[src/sdc_pkg.sv]
package sdc_pkg;
    // Register addresses on the configuration port
    localparam logic [6:0] ADDR_PWR_DIV   = 7'h18;
    localparam logic [6:0] ADDR_BIAS_SYNC = 7'h19;
    localparam logic [6:0] ADDR_PULSE     = 7'h1a;
    localparam logic [6:0] ADDR_PHASE     = 7'h1b;
    localparam logic [6:0] ADDR_TRIGGER   = 7'h1c;
    localparam logic [6:0] ADDR_SOURCE    = 7'h70;

    // Values after reset
    localparam logic [7:0] RST_PWR_DIV   = 8'h2f;
    localparam logic [7:0] RST_BIAS_SYNC = 8'h00;
    localparam logic [7:0] RST_PULSE     = 8'h00;
    localparam logic [7:0] RST_PHASE     = 8'h00;
    localparam logic [7:0] RST_TRIGGER   = 8'h00;
    localparam logic [7:0] RST_SOURCE    = 8'h00;

    // Implemented bits; the rest read as zero
    localparam logic [7:0] MASK_TRIGGER = 8'h03;
    localparam logic [7:0] MASK_SOURCE  = 8'h80;

    // Field positions
    localparam int POS_POWERDOWN = 7;
    localparam int POS_TOP_STAGE = 6;
    localparam int POS_MID_HI    = 4;
    localparam int POS_MID_LO    = 2;
    localparam int POS_LOW_STAGE = 0;

    // Divider chain geometry
    localparam int NUM_STAGES   = 4;
    localparam int STAGE_CNT_W  = 4;
    localparam int RATIO_W      = 5;
    localparam int TOTAL_W      = 13;
    localparam int STABLE_W     = 15;

    // Stage ratios
    localparam logic [4:0] RATIO_TWO    = 5'h02;
    localparam logic [4:0] RATIO_FOUR   = 5'h04;
    localparam logic [4:0] RATIO_LOW_BASE = 5'h02;
    localparam logic [12:0] TOTAL_RST   = 13'h0000;
endpackage

[src/sdc_div_stage.sv]
module sdc_div_stage (
    input  wire logic                               clk_sys,
    input  wire logic                               rst,
    input  wire logic                               restart,
    input  wire logic                               en_in,
    input  wire logic [sdc_pkg::RATIO_W-1:0]        ratio,
    output logic                                    en_out,
    output logic [sdc_pkg::STAGE_CNT_W-1:0]         count
);
    logic [sdc_pkg::STAGE_CNT_W-1:0] count_reg;
    logic [sdc_pkg::STAGE_CNT_W-1:0] count_next;
    logic [sdc_pkg::RATIO_W-1:0]     last_w;
    logic                            wrap_w;

    assign last_w = ratio - sdc_pkg::RATIO_W'(1);
    // Wrap also when a ratio change left the count beyond the new end
    assign wrap_w     = ({1'b0, count_reg} >= last_w);
    assign en_out     = en_in & wrap_w & ~restart;
    assign count_next = wrap_w ? '0 : count_reg + sdc_pkg::STAGE_CNT_W'(1);
    assign count      = count_reg;

    always_ff @(posedge clk_sys) begin
        if (rst || restart) begin
            count_reg <= '0;
        end else if (en_in) begin
            count_reg <= count_next;
        end
    end

    property p_stage_wrap;
        @(posedge clk_sys) disable iff (rst)
        (en_in && !restart && wrap_w) |=> (count_reg == '0);
    endproperty
    a_stage_wrap: assert property (p_stage_wrap) else $error("stage did not wrap");

    property p_stage_hold;
        @(posedge clk_sys) disable iff (rst)
        (!en_in && !restart) |=> $stable(count_reg);
    endproperty
    a_stage_hold: assert property (p_stage_hold) else $error("stage moved without enable");
endmodule

[src/sdc_sysref_divider.sv]
// How it works
// - Power-down bit stops all global reference logic
// - Total ratio is product of four stages
// - Top 2 or 4; middles 2/4/8/16
// - Lowest stage divides by 2, 3, 4, 5
module sdc_sysref_divider (
    input  wire logic                           clk_sys,
    input  wire logic                           rst,
    input  wire logic                           reg_wr_en,
    input  wire logic                           reg_rd_en,
    input  wire logic [6:0]                     reg_addr,
    input  wire logic [7:0]                     reg_wdata,
    output logic [7:0]                          reg_rdata,
    output logic                                sysref_out,
    output logic                                sysref_active,
    output logic [sdc_pkg::TOTAL_W-1:0]         sysref_ratio_total,
    output logic [7:0]                          bias_sync_cfg,
    output logic [7:0]                          pulse_cfg,
    output logic [7:0]                          phase_cfg,
    output logic                                generation_trigger_bit,
    output logic                                output_trigger_bit,
    output logic                                source_select_bit
);
    localparam int NS = sdc_pkg::NUM_STAGES;
    localparam int RW = sdc_pkg::RATIO_W;
    localparam int TW = sdc_pkg::TOTAL_W;
    localparam int CW = sdc_pkg::STAGE_CNT_W;

    logic [7:0] pwr_div_reg;
    logic [7:0] bias_sync_reg;
    logic [7:0] pulse_reg;
    logic [7:0] phase_reg;
    logic [7:0] trigger_reg;
    logic [7:0] source_reg;
    logic [7:0] rdata_reg;
    logic [7:0] rdata_next;
    logic       sysref_out_reg;
    logic       sysref_out_next;
    logic [TW-1:0] total_reg;
    logic [TW-1:0] total_next;

    // Address decode
    logic sel_pwr_div;
    logic sel_bias;
    logic sel_pulse;
    logic sel_phase;
    logic sel_trigger;
    logic sel_source;
    assign sel_pwr_div = (reg_addr == sdc_pkg::ADDR_PWR_DIV);
    assign sel_bias    = (reg_addr == sdc_pkg::ADDR_BIAS_SYNC);
    assign sel_pulse   = (reg_addr == sdc_pkg::ADDR_PULSE);
    assign sel_phase   = (reg_addr == sdc_pkg::ADDR_PHASE);
    assign sel_trigger = (reg_addr == sdc_pkg::ADDR_TRIGGER);
    assign sel_source  = (reg_addr == sdc_pkg::ADDR_SOURCE);

    // Read mux; unmapped addresses read zero
    assign rdata_next = sel_pwr_div ? pwr_div_reg :
                        sel_bias    ? bias_sync_reg :
                        sel_pulse   ? pulse_reg :
                        sel_phase   ? phase_reg :
                        sel_trigger ? (trigger_reg & sdc_pkg::MASK_TRIGGER) :
                        sel_source  ? (source_reg & sdc_pkg::MASK_SOURCE) :
                        8'h00;

    always_ff @(posedge clk_sys) begin
        if (rst) begin
            pwr_div_reg   <= sdc_pkg::RST_PWR_DIV;
            bias_sync_reg <= sdc_pkg::RST_BIAS_SYNC;
            pulse_reg     <= sdc_pkg::RST_PULSE;
            phase_reg     <= sdc_pkg::RST_PHASE;
            trigger_reg   <= sdc_pkg::RST_TRIGGER;
            source_reg    <= sdc_pkg::RST_SOURCE;
        end else if (reg_wr_en) begin
            if (sel_pwr_div) pwr_div_reg <= reg_wdata;
            if (sel_bias) bias_sync_reg <= reg_wdata;
            if (sel_pulse) pulse_reg <= reg_wdata;
            if (sel_phase) phase_reg <= reg_wdata;
            if (sel_trigger) trigger_reg <= reg_wdata & sdc_pkg::MASK_TRIGGER;
            if (sel_source) source_reg <= reg_wdata & sdc_pkg::MASK_SOURCE;
        end
    end

    always_ff @(posedge clk_sys) begin
        if (rst) begin
            rdata_reg <= 8'h00;
        end else if (reg_rd_en) begin
            rdata_reg <= rdata_next;
        end
    end

    // Control fields
    logic       powerdown_w;
    logic [6:0] code_w;
    assign powerdown_w = pwr_div_reg[sdc_pkg::POS_POWERDOWN];
    assign code_w      = pwr_div_reg[6:0];

    // Stage ratios, lowest stage first
    logic [RW-1:0] ratio_w [NS];
    logic [1:0]    low_code_w;
    logic [1:0]    mid_lo_code_w;
    logic [1:0]    mid_hi_code_w;
    assign low_code_w    = code_w[sdc_pkg::POS_LOW_STAGE +: 2];
    assign mid_lo_code_w = code_w[sdc_pkg::POS_MID_LO +: 2];
    assign mid_hi_code_w = code_w[sdc_pkg::POS_MID_HI +: 2];
    assign ratio_w[0] = sdc_pkg::RATIO_LOW_BASE + RW'(low_code_w);
    assign ratio_w[1] = sdc_pkg::RATIO_TWO << mid_lo_code_w;
    assign ratio_w[2] = sdc_pkg::RATIO_TWO << mid_hi_code_w;
    assign ratio_w[3] = code_w[sdc_pkg::POS_TOP_STAGE] ? sdc_pkg::RATIO_FOUR
                                                       : sdc_pkg::RATIO_TWO;

    // Product of the four stage ratios
    assign total_next = TW'(ratio_w[0]) * TW'(ratio_w[1])
                      * TW'(ratio_w[2]) * TW'(ratio_w[3]);

    // Cascaded stages; the lowest advances every cycle out of power-down, each other on the wrap of the one below
    logic [NS:0]   en_w;
    logic [CW-1:0] count_w [NS];
    assign en_w[0] = ~powerdown_w;

    genvar gi;
    generate
        for (gi = 0; gi < NS; gi++) begin : g_stage
            sdc_div_stage u_stage (
                .clk_sys (clk_sys),
                .rst     (rst),
                .restart (powerdown_w),
                .en_in   (en_w[gi]),
                .ratio   (ratio_w[gi]),
                .en_out  (en_w[gi+1]),
                .count   (count_w[gi])
            );
        end
    endgenerate

    // High for the first half of the top stage, giving an even duty cycle
    logic [RW-1:0] top_half_w;
    assign top_half_w      = ratio_w[NS-1] >> 1;
    assign sysref_out_next = ~powerdown_w & ({1'b0, count_w[NS-1]} < top_half_w);

    always_ff @(posedge clk_sys) begin
        if (rst) begin
            sysref_out_reg <= 1'b0;
            total_reg      <= sdc_pkg::TOTAL_RST;
        end else begin
            sysref_out_reg <= sysref_out_next;
            total_reg      <= total_next;
        end
    end

    assign reg_rdata              = rdata_reg;
    assign sysref_out             = sysref_out_reg;
    assign sysref_active          = ~powerdown_w;
    assign sysref_ratio_total     = total_reg;
    assign bias_sync_cfg          = bias_sync_reg;
    assign pulse_cfg              = pulse_reg;
    assign phase_cfg              = phase_reg;
    assign generation_trigger_bit = trigger_reg[1];
    assign output_trigger_bit     = trigger_reg[0];
    assign source_select_bit      = source_reg[7];

    // Helper logic for period checks
    logic [TW-1:0]                 per_cnt_reg;
    logic [sdc_pkg::STABLE_W-1:0]  stable_reg;
    logic                          out_prev_reg;
    logic                          rise_w;
    logic                          cfg_change_w;
    assign rise_w       = sysref_out_reg & ~out_prev_reg;
    assign cfg_change_w = reg_wr_en & sel_pwr_div;

    always_ff @(posedge clk_sys) begin
        if (rst) begin
            per_cnt_reg  <= '0;
            stable_reg   <= '0;
            out_prev_reg <= 1'b0;
        end else begin
            out_prev_reg <= sysref_out_reg;
            per_cnt_reg  <= rise_w ? '0 : per_cnt_reg + TW'(1);
            if (cfg_change_w) begin
                stable_reg <= '0;
            end else if (!(&stable_reg)) begin
                stable_reg <= stable_reg + sdc_pkg::STABLE_W'(1);
            end
        end
    end

    property p_pd_quiet;
        @(posedge clk_sys) disable iff (rst)
        powerdown_w |=> (!sysref_out_reg && count_w[0] == '0 && count_w[NS-1] == '0);
    endproperty
    a_pd_quiet: assert property (p_pd_quiet) else $error("output active in power-down");

    property p_restart;
        @(posedge clk_sys) disable iff (rst)
        $fell(powerdown_w) |-> (count_w[0] == '0 && count_w[1] == '0
                               && count_w[2] == '0 && count_w[3] == '0);
    endproperty
    a_restart: assert property (p_restart) else $error("chain not restarted");

    property p_low_ratio;
        @(posedge clk_sys) disable iff (rst)
        (low_code_w == 2'b11) |-> (ratio_w[0] == RW'(5));
    endproperty
    a_low_ratio: assert property (p_low_ratio) else $error("low stage ratio wrong");

    property p_low_wrap;
        @(posedge clk_sys) disable iff (rst)
        (!powerdown_w && low_code_w == 2'b01 && stable_reg > sdc_pkg::STABLE_W'(4))
            |-> (count_w[0] == $past(count_w[0], 3));
    endproperty
    a_low_wrap: assert property (p_low_wrap) else $error("low stage not by three");

    property p_mid_ratio;
        @(posedge clk_sys) disable iff (rst)
        (mid_hi_code_w == 2'b11) |-> (ratio_w[2] == RW'(16));
    endproperty
    a_mid_ratio: assert property (p_mid_ratio) else $error("middle stage ratio wrong");

    property p_top_ratio;
        @(posedge clk_sys) disable iff (rst)
        code_w[sdc_pkg::POS_TOP_STAGE] |-> (ratio_w[3] == RW'(4));
    endproperty
    a_top_ratio: assert property (p_top_ratio) else $error("top stage ratio wrong");

    property p_total;
        @(posedge clk_sys) disable iff (rst)
        !cfg_change_w |=> (total_reg == $past(total_next));
    endproperty
    a_total: assert property (p_total) else $error("total ratio mismatch");

    property p_period;
        @(posedge clk_sys) disable iff (rst)
        (rise_w && !powerdown_w && stable_reg > {2'b00, total_reg, 1'b0})
            |-> (per_cnt_reg + TW'(1) == total_reg);
    endproperty
    a_period: assert property (p_period) else $error("output period wrong");

    c_rise: cover property (@(posedge clk_sys) disable iff (rst) rise_w);
    c_powerup: cover property (@(posedge clk_sys) disable iff (rst) $fell(powerdown_w));
    c_period: cover property (@(posedge clk_sys) disable iff (rst)
        rise_w && stable_reg > {2'b00, total_reg, 1'b0});
endmodule

[config.mk]
export PLATFORM = sky130hd
export DESIGN_NAME = sdc_sysref_divider
export DESIGN_NICKNAME = d
export VERILOG_FILES = /design/src/sdc_pkg.sv /design/src/sdc_div_stage.sv /design/src/sdc_sysref_divider.sv
export SDC_FILE = /design/constraint.sdc
export NUM_CORES = 1
export LEC_CHECK = 0
export ABC_CLOCK_PERIOD_IN_PS = 9900
export CORE_MARGIN = 2
export CORE_UTILIZATION = 55
export CTS_CLUSTER_DIAMETER = 80
export CTS_CLUSTER_SIZE = 30
export DETAILED_ROUTE_END_ITERATION = 16
export DONT_BUFFER_PORTS = 1
export PLACE_DENSITY = 0.7
export SYNTH_ARGS = -nofsm -noshare
export SYNTH_HDL_FRONTEND = slang
export SYNTH_SLANG_ARGS = --single-unit
[constraint.sdc]
create_clock -name clk_sys -period 9.9 [get_ports clk_sys]
set_input_delay 0.99 -clock clk_sys [delete_from_list [all_inputs] [get_ports clk_sys]]
set_output_delay 0.99 -clock clk_sys [all_outputs]
set_load 0.1 [all_outputs]
==> flow_summary_export.csv, run 1 <==
group,metric,value,unit
critical_path,r2r_start,"pwr_div_reg[2]",
global_routing,grt_max_degree,54,
critical_path,slowest_stage,"fa_1",
global_routing,antenna_found_initial,0,
clock_tree,hold_buffers,0,
clock_tree,htreeDepth,3,
layout,diodes,0,
routing,dr.pass1.iters,4,
job,max_cap_violations,0,
timing,postLayoutSetupSlackWorst,4137,ps
routing,drt-met1-wl,3938,µm
timing,timing.final.crit_share,58.21,%
clock_tree,clkLatencyLatePin,350,ps
pwr,p_per_area,126.9,nW/µm²
timing,max-slew-margin-rel,29.99,%
layout,finish.utilization,60.13,%
clock_tree,clockRootBuffer,"clkbuf_8",
pwr,p_sw_share,25.24,%
clock_tree,tritoncts,"built",
synthesis,ys_seq_elements,70,
clock_tree,cts_made_buffers,9,
placed_design,dp_hpwl,7018,µm
pwr,pwr-share-comb,5.5,%
routing,post_drt_wl_per_cell,15.90,µm
synthesis,synth-main-ff-cell,"dfxtp_1",
pwr,p_sw,0.1496,mW
floorplanning,die_y,93.72,µm
synthesis,syn_area,4427,µm²
routing,dr_total_vias,3268,
pwr,peakVddDrop,93.29,µV
routing,drtAntennaViolNets,0,
pwr,seq_power_share,50.8,%
run_status,status,"finished, final reports clean",
layout,drive_above_1_share,7.415,%
timing,rsz0062_at_grt,"false",
timing,finClkSkew,10.18,ps
routing,met2_length,4556,µm
clock_tree,clk_pin_slew,80,ps
timing,hold_slack,432.7,ps
global_routing,grt_pass1_wl,15530,µm
layout,seqCellArea,1401,µm²
synthesis,syn_avg_cell_area,9.280,µm²
clock_tree,cts_resized,0,
worst_hold_path,holdPathEnd,"g_stage[3].u_stage.count[3]",
timing,setup_viol,0,
layout,largest_reg_flops,16,
timing,tightestPinTransition,1049,ps
timing,max_freq,173.5,MHz
synthesis,synth_enable_flop_cells,0,
critical_path,cp_cell_sequence,"xor2_1 > and2_1 > ha_1 > ha_1 > inv_1 > fa_1 > xor2_1 > nor2_1 > fa_1 > inv_1 > fa_1 > inv_1 > ha_1 > ha_1 > a21oi_1 > a21oi_1 > a211oi_1 > xor2_1 > o22ai_1 > ha_1 > and3_1 > a31o_1 > nand2b_1 > mux2i_1",
layout,layout.nets,542,
timing,hold_viol,0,
critical_path,path_max_fanout,11,
floorplanning,die_w,93.72,µm
routing,drc,0,
timing,slew_violations,0,
routing,postRouteWirelength,9127,µm
clock_tree,clock_sinks,70,
critical_path,r2r_cells,24,
placed_design,portBuffers,0,
placed_design,post-place-ws,4163,ps
synthesis,ys_seq_area_share,31.66,%
worst_hold_path,hold-path-cell-count,2,
floorplanning,initial_core_util,56.99,%
global_routing,grt_pass1_vias,3288,
critical_path,arrival,6050,ps
floorplanning,rows,32,
routing,drt_iter0_drc,121,
critical_path,r2r-end,"sysref_ratio_total[12]",
synthesis,yosys_warnings,0,
critical_path,endpoint_kind,"flop",
layout,syn2layout_area_growth,5.512,%
pwr,leakagePower,2.279,nW
timing,finalCriticalPeriod,5763,ps
routing,viasPerCell,5.693,
critical_path,path_class,"reg -> reg",
global_routing,grt_overflow,0,
synthesis,ys_types,56,
worst_hold_path,min_path_type,"reg -> reg",
synthesis,synth-async-reset-ratio,0,%
pwr,cell_internal_pwr,0.4432,mW
layout,multi_input_area,2811,µm²
critical_path,critPathLaunchType,"flop",
critical_path,rrSetupSlack,4140,ps
synthesis,netlist_instances,477,
floorplanning,ios,69,
floorplanning,core_area,7767,µm²
critical_path,cpMostUsedCell,"ha_1",
critical_path,critPathMaxStageDelay,530,ps
critical_path,critPathRequiredTime,10190,ps
placed_design,place.gp.congestion,0.8657,
routing,route.met3.wl,548,µm
clock_tree,cts_buffer_depth,2,
global_routing,track_usage,22.36,%
clock_tree,post-cts-setup-buffers,0,
layout,nFillCells,667,
pwr,p_clk_share,43.6,%
timing,setup_tns,0,ps
worst_hold_path,hp-start,"g_stage[3].u_stage.count[3]",
routing,routed.top_layer,"met4",
floorplanning,die_area,8783,µm²
layout by cell type, fill, tap and decap left out, types with 11 or more instances in the layout:
master and count:
fa_1 11, xnor2_1 14, nor2_1 62, nand2_1 33
inv_1 28, a21oi_1 18, nand3_1 19, mux2i_1 40
ha_1 45, dfxtp_1 70
per-layer routing:
| metal | global-route usage (%) | vias up |
|---|---|---|
| met5 | 0 | - |
| li1 | - | 1612 |
| met4 | 7.609 | 0 |
| met1 | 27.25 | 1573 |
| met2 | 37.20 | 75 |
| met3 | 7.223 | 8 |
per-stage QoR:
stage,total power [mW],instance area (µm²),cells
after floorplan,0.3419,4442,481
after global routing,0.6168,4671,574
final,0.5929,4671,574
after detailed placement,0.3408,4449,558
after CTS,0.5999,4671,574
after global placement,0.3397,4449,558
power by group through the flow:
stage	Clock, mW	Sequential, mW	Combinational (mW)
floorplan	0	0.307	0.0352
global placement	0	0.308	0.0320
detailed placement	0	0.308	0.0328
global route	0.278	0.302	0.0367
CTS	0.265	0.301	0.0330
finish	0.259	0.301	0.0329
area by class of cell:
cell class | count | share of cell area, %
Inverter | 29 | 2.331
Tap cell | 102 | 2.732
Sequential cell | 70 | 30.00
Clock inverter | 6 | 2.009
Clock buffer | 10 | 2.732
Multi-Input combinational cell | 357 | 60.19
cells in the mapped netlist, types with 7 or more instances:
cell type	number	area share, %
mux4_2	7	3.6
and3_1	7	0.99
mux2i_1	40	9.0
nand2_1	33	2.8
ha_1	45	13
and2_1	8	1.1
xnor2_1	14	2.8
nor2_1	62	5.3
xor2_1	9	1.8
inv_1	28	2.4
nor3_1	10	1.1
nand3_1	19	2.1
nand2b_1	8	1.1
fa_1	11	5.0
clkbuf_1	14	1.2
a21oi_1	18	2.0
dfxtp_1	70	32
nor2b_1	9	1.3
worst max-delay path, delay by kind of cell (launching register included):
kind / cells / cell delay, ps
mux: 1 / 120
flops: 1 / 510
compound gates: 5 / 940
simple gates: 4 / 550
fa+ha+maj: 8 / 2860
buf+inv: 3 / 140
xor+xnor: 3 / 580
logic make-up (layout without fill, tap and decap cells):
logic type,count (synthesis),after routing,share of synthesized area [%]
other cells,1,5,0.08471
mux,49,49,13.20
flops,70,70,31.66
xor+xnor,23,23,4.551
fa+ha+maj,56,56,17.69
compound gates,50,50,7.801
simple gates,174,174,19.84
buf+inv,54,45,5.172
how the worst max path moves through the flow:
stage	from	to	slack (ps)
after global routing	pwr_div_reg[1]	sysref_ratio_total[12]	3710
after floorplan	pwr_div_reg[2]	sysref_ratio_total[12]	4440
final	pwr_div_reg[2]	sysref_ratio_total[12]	4140
after CTS	pwr_div_reg[1]	sysref_ratio_total[12]	4150
after global placement	pwr_div_reg[2]	sysref_ratio_total[12]	4360
after detailed placement	pwr_div_reg[2]	sysref_ratio_total[12]	4160
(Power assumes the default switching activity.)
==> inputs of run 2 (changes only) <==
Settings changed: ABC_CLOCK_PERIOD_IN_PS 9900 to 5000, PLACE_DENSITY 0.7 to 0.73.
Clock period 9.9 ns to 5 ns, I/O delays scaled along.
==> run 2 against run 1 <==
Against the previous run:
- highest routed layer unchanged
- final area up 8.1%
- first-iteration DRC count up 12%
- via count rose by 4.3%
- sequential share of layout area fell by 2.0 points
- critical path depth shrank 1
- combinational power is 130% higher
- count of clock-buffer cells in the layout decreased by 1
- register-to-register slack worse by 4400 ps
- die area did not move
- largest cell class unchanged
- non-clock buffer count rose by 26
- maximum frequency is 10% higher
- sequential power increased by 97%
- the run now ends with setup timing left
==> flow_summary_export.csv, run 2 (synthesis gave the netlist of run 1 again) <==
group,metric,value,unit
clock_tree,tritoncts,"built",
job,max_cap_violations,0,
timing,postLayoutSetupSlackWorst,-227.8,ps
run_status,violations,"setup timing",
timing,finClkSkew,10.49,ps
routing,drt_iter0_drc,135,
floorplanning,initial_core_util,56.99,%
pwr,p_per_area,219.2,nW/µm²
timing,tightestPinTransition,1072,ps
critical_path,critPathRequiredTime,5280,ps
global_routing,grt_overflow,0,
global_routing,grt_pass1_vias,3451,
floorplanning,die_y,93.72,µm
pwr,peakVddDrop,187.3,µV
global_routing,met2_usage,40.24,%
timing,setup_tns,-227.8,ps
worst_hold_path,min_path_type,"in -> reg",
clock_tree,cts_buffer_depth,2,
placed_design,dp_hpwl,7172,µm
placed_design,place.gp.congestion,0.8457,
layout,largest_reg_flops,16,
timing,max_freq,191.3,MHz
floorplanning,rows,32,
clock_tree,clock_sinks,70,
floorplanning,die_area,8783,µm²
timing,rsz0062_at_grt,"true",
run_status,status,"finished with violations",
timing,hold_slack,217.5,ps
routing,postRouteWirelength,9966,µm
layout,layout.nets,568,
clock_tree,cts_made_buffers,9,
routing,dr_total_vias,3408,
critical_path,endpoint_kind,"flop",
layout,drive_above_1_share,18.67,%
floorplanning,die_w,93.72,µm
layout,nFillCells,634,
global_routing,grt_pass1_wl,16210,µm
layout,diodes,0,
global_routing,antenna_found_initial,0,
timing,timing.final.crit_share,104.6,%
timing,hold_viol,0,
routing,drc,0,
timing,max-slew-margin-rel,28.46,%
routing,viasPerCell,5.680,
global_routing,grt_max_degree,54,
floorplanning,core_area,7767,µm²
floorplanning,ios,69,
critical_path,path_max_fanout,6,
clock_tree,hold_buffers,0,
layout,final_cell_mix,"67 x dfxtp_1, 61 x nor2_1, 40 x mux2i_1, 34 x ha_1, 33 x nand2_1",
layout,layout_commonest_cell,"dfxtp_1",
global_routing,grt_use_met3,6.180,%
critical_path,critPathLaunchType,"flop",
critical_path,path_class,"reg -> reg",
layout,syn2layout_area_growth,14.05,%
global_routing,track_usage,23.26,%
global_routing,top_usage_layer,"met2",
placed_design,portBuffers,0,
routing,drtAntennaViolNets,0,
clock_tree,clkLatencyLatePin,350,ps
global_routing,use_met1,28.02,%
clock_tree,clk_pin_slew,80,ps
timing,setup_viol,1,
clock_tree,htreeDepth,3,
timing,slew_violations,0,
timing,finalCriticalPeriod,5228,ps
routing,post_drt_wl_per_cell,16.61,µm
critical_path,arrival,5510,ps
routing,dr.pass1.iters,5,
pwr,leakagePower,2.394,nW
clock_tree,clockRootBuffer,"clkbuf_8",
-- run 2: worst paths after layout --
kind	start	to	slack (ps)	cells past startpoint
hold reg to reg	g_stage[3].u_stage.count[3]	g_stage[3].u_stage.count[3]	430	2
setup / recovery	pwr_div_reg[2]	sysref_ratio_total[12]	-230	23
hold / removal	rst	g_stage[3].u_stage.count[0]	220	1
setup reg to reg	pwr_div_reg[2]	sysref_ratio_total[12]	-230	23
-- run 2: cell type report --
cell class              instances  area [µm²]  area share, %
multi-input cells             357        3019          59.80
flip-flops and latches         70        1413          27.98
repair buffers                 26       195.2          3.866
well taps                     102       127.6          2.528
clock buffers                   9       123.9          2.454
inverters                      29       108.9          2.156
clock inverters                 7       61.31          1.214
-- run 2: worst max-delay path, stage by stage, from the launching register on --
cell and delay [ps]:
dfxtp_4 370, nand2b_1 170, o21ai_1 170, ha_1 280
ha_1 330, a21o_1 190, a21oi_1 170, xnor2_1 180
nand2_1 120, fa_1 510, fa_1 480, inv_1 60
ha_4 250, ha_4 230, nand2_1 80, a21oi_2 40
a211oi_2 240, xor2_1 230, o22ai_1 100, ha_1 320
and3_1 150, a31o_1 220, nand2b_1 140, mux2i_1 140
-- run 2: what timing repair did --
action,CTS,global route
endpoints found under the hold margin,0,0
pin swaps,7,15
resized for setup,13,17
setup endpoints to repair,1,3
buffers inserted,2,2
-- run 2: power breakdown --
group / internal [mW] / switching [mW]
sequential: 0.564 / 0.0305
combinational: 0.0335 / 0.0412
clock: 0.189 / 0.248
-- run 2: per-layer routing --
metal	share of wire, %	routed length [µm]
met2	50	5029
met1	42	4190
met4	1.2	119
met3	6.3	626
met5	0	0
-- run 2: through the flow --
stage / worst slack, ps / util, % / std cells / power [mW] / instance area, µm²
finish: -227.8 / 65.00 / 600 / 1.107 / 5049
global route: -452.9 / 65.00 / 600 / 1.154 / 5049
CTS: -110.0 / 63.42 / 598 / 1.116 / 4926
detailed placement: -244.0 / 60.23 / 580 / 0.6804 / 4678
global placement: -40.81 / 60.23 / 580 / 0.6770 / 4678
floorplan: 9.105 / - / 481 / 0.6776 / 4517
==> inputs of run 3 (changes only) <==
Settings changed: CORE_MARGIN 2 to 5.
==> run 3 against run 2 <==
Against the previous run:
- the flow still finishes with violations (setup timing)
- power grew 8.2%
- final area fell by 0.79%
- non-clock buffer count decreased by 3
- sequential power about the same
- worst setup slack improved by 190 ps
==> flow_summary_export.csv, run 3 (synthesis gave the netlist of run 1 again) <==
group,metric,value,unit
layout,drive_above_1_share,16.97,%
routing,post_drt_wl_per_cell,16.45,µm
critical_path,endpoint_kind,"flop",
critical_path,rrSetupSlack,-40,ps
clock_tree,cts_made_buffers,9,
pwr,p_per_area,239.0,nW/µm²
floorplanning,ios,69,
clock_tree,tritoncts,"built",
timing,postLayoutSetupSlackWorst,-38.55,ps
worst_hold_path,min_path_type,"in -> reg",
timing,hold_viol,0,
floorplanning,core_area,7767,µm²
floorplanning,rows,32,
placed_design,dp_hpwl,7463,µm
critical_path,setup.worst_path.end,"sysref_ratio_total[12]",
global_routing,grt_pass1_vias,3596,
timing,max-slew-margin-rel,29.78,%
clock_tree,clockRootBuffer,"clkbuf_8",
clock_tree,htreeDepth,3,
global_routing,grt_overflow,0,
timing,hold_slack,221.8,ps
routing,drc,0,
layout,layout.nets,565,
layout,syn2layout_area_growth,13.14,%
job,max_cap_violations,0,
pwr,peakVddDrop,207.8,µV
critical_path,path_delay_family,"adder cells",
layout,largest_reg_flops,16,
clock_tree,clk_pin_slew,90,ps
global_routing,antenna_found_initial,0,
layout,final_cell_mix,"67 x dfxtp_1, 62 x nor2_1, 40 x mux2i_1, 37 x ha_1, 32 x nand2_1",
timing,max_freq,198.5,MHz
critical_path,arrival,5330,ps
floorplanning,die_w,99.72,µm
critical_path,critPathLaunchType,"flop",
timing,slew_violations,0,
run_status,violations,"setup timing",
pwr,leakagePower,2.387,nW
clock_tree,clock_sinks,70,
clock_tree,clkLatencyLatePin,350,ps
timing,rsz0062_at_grt,"true",
critical_path,r2r-end,"sysref_ratio_total[12]",
clock_tree,hold_buffers,0,
critical_path,crit_buf_inv,3,
placed_design,place.gp.congestion,0.8585,
routing,drtAntennaViolNets,0,
critical_path,slowest_stage,"fa_2",
placed_design,post-place-ws,-204.4,ps
floorplanning,initial_core_util,56.99,%
critical_path,path_class,"reg -> reg",
routing,dr_total_vias,3363,
routing,postRouteWirelength,9823,µm
timing,timing.final.crit_share,100.8,%
routing,viasPerCell,5.633,
critical_path,cp_cell_sequence,"xor2_1 > and2_1 > ha_1 > ha_2 > inv_2 > fa_2 > nor3_2 > fa_1 > inv_1 > fa_1 > inv_2 > ha_4 > ha_4 > a21oi_4 > a21oi_2 > a211oi_2 > xor2_1 > o22ai_1 > ha_1 > and3_1 > a31o_1 > nand2b_4 > mux2i_1",
critical_path,critPathMaxStageDelay,560,ps
floorplanning,die_y,99.72,µm
critical_path,path_max_fanout,6,
critical_path,r2r_start,"pwr_div_reg[1]",
routing,dr.pass1.iters,4,
critical_path,cp.depth,23,
run_status,status,"finished with violations",
critical_path,r2r_cells,23,
clock_tree,cts_buffer_depth,2,
global_routing,track_usage,21.10,%
global_routing,grt_max_degree,54,
critical_path,crit_path_start,"pwr_div_reg[1]",
timing,tightestPinTransition,1052,ps
clock_tree,post-cts-setup-buffers,0,
routing,drt_iter0_drc,129,
placed_design,portBuffers,0,
floorplanning,die_area,9943,µm²
layout,layout_commonest_cell,"dfxtp_1",
timing,finClkSkew,10.40,ps
critical_path,critPathRequiredTime,5290,ps
timing,finalCriticalPeriod,5039,ps
layout,diodes,0,
global_routing,grt_pass1_wl,17090,µm
timing,setup_viol,1,
run 3: cell count changes in the layout (fill, tap and decap cells not counted), sizes merged:
cell      previous run  this run
buf                 26        23
bufinv               0         2
clkinv               1         3
clkinvlp             2         0
inv                 33        31
run 3: how the worst min path moves through the flow:
stage	depth (start not counted)	startpoint	slack (ps)	end
after global placement	2	g_stage[3].u_stage.count[3]	420	g_stage[3].u_stage.count[3]
final	1	rst	220	g_stage[3].u_stage.count[0]
after detailed placement	2	g_stage[3].u_stage.count[3]	420	g_stage[3].u_stage.count[3]
after CTS	1	rst	200	sysref_ratio_total[10]
after floorplan	2	g_stage[3].u_stage.count[3]	400	g_stage[3].u_stage.count[3]
after global routing	1	rst	190	reg_rdata[6]
run 3: cell type report:
cell class	instances	area, µm²
clock buffer	9	123.9
clock inverter	7	103.9
fill	650	2759
inverter	29	108.9
timing repair buffer	23	172.7
sequential	70	1413
tap	102	127.6
multi-input combinational	357	2959
run 3: routing by layer:
layer  wire length, µm  GRT usage (%)  vias up
li1                  -              -     1650
met1              4057          23.86     1639
met2              5008          37.76       61
met3               621          6.522       13
met4               136          6.513        0
met5                 0              0        -
run 3: repair_timing:
action,in CTS,in global routing
pin swaps,3,9
resized for setup,9,11
endpoints found under the setup margin,1,3
run 3: per-stage QoR:
| step | util [%] | setup TNS (ps) | power (mW) | cells | cell area [µm²] |
|---|---|---|---|---|---|
| global placement | 60.33 | -57.81 | 0.6771 | 581 | 4686 |
| finish | 64.48 | -38.55 | 1.197 | 597 | 5009 |
| CTS | 63.82 | -99.14 | 1.200 | 597 | 4957 |
| global route | 64.48 | -381.9 | 1.243 | 597 | 5009 |
| detailed placement | 60.33 | -204.4 | 0.6807 | 581 | 4686 |
| floorplan | - | 0 | 0.6776 | 481 | 4517 |
run 3: worst reg2reg max path: stages (launching register included):
cell and delay, ps:
dfxtp_4 370, xor2_1 160, and2_1 150, ha_1 270, ha_2 180, inv_2 40
fa_2 560, nor3_2 50, fa_1 510, inv_1 50, fa_1 480, inv_2 50
ha_4 230, ha_4 230, a21oi_4 140, a21oi_2 80, a211oi_2 210, xor2_1 200
o22ai_1 90, ha_1 320, and3_1 150, a31o_1 190, nand2b_4 130, mux2i_1 130
run 3: power breakdown:
part	switching, mW	internal, mW	total, mW
clock	0.241	0.287	0.528
combinational	0.0412	0.0331	0.0744
sequential	0.0310	0.564	0.595
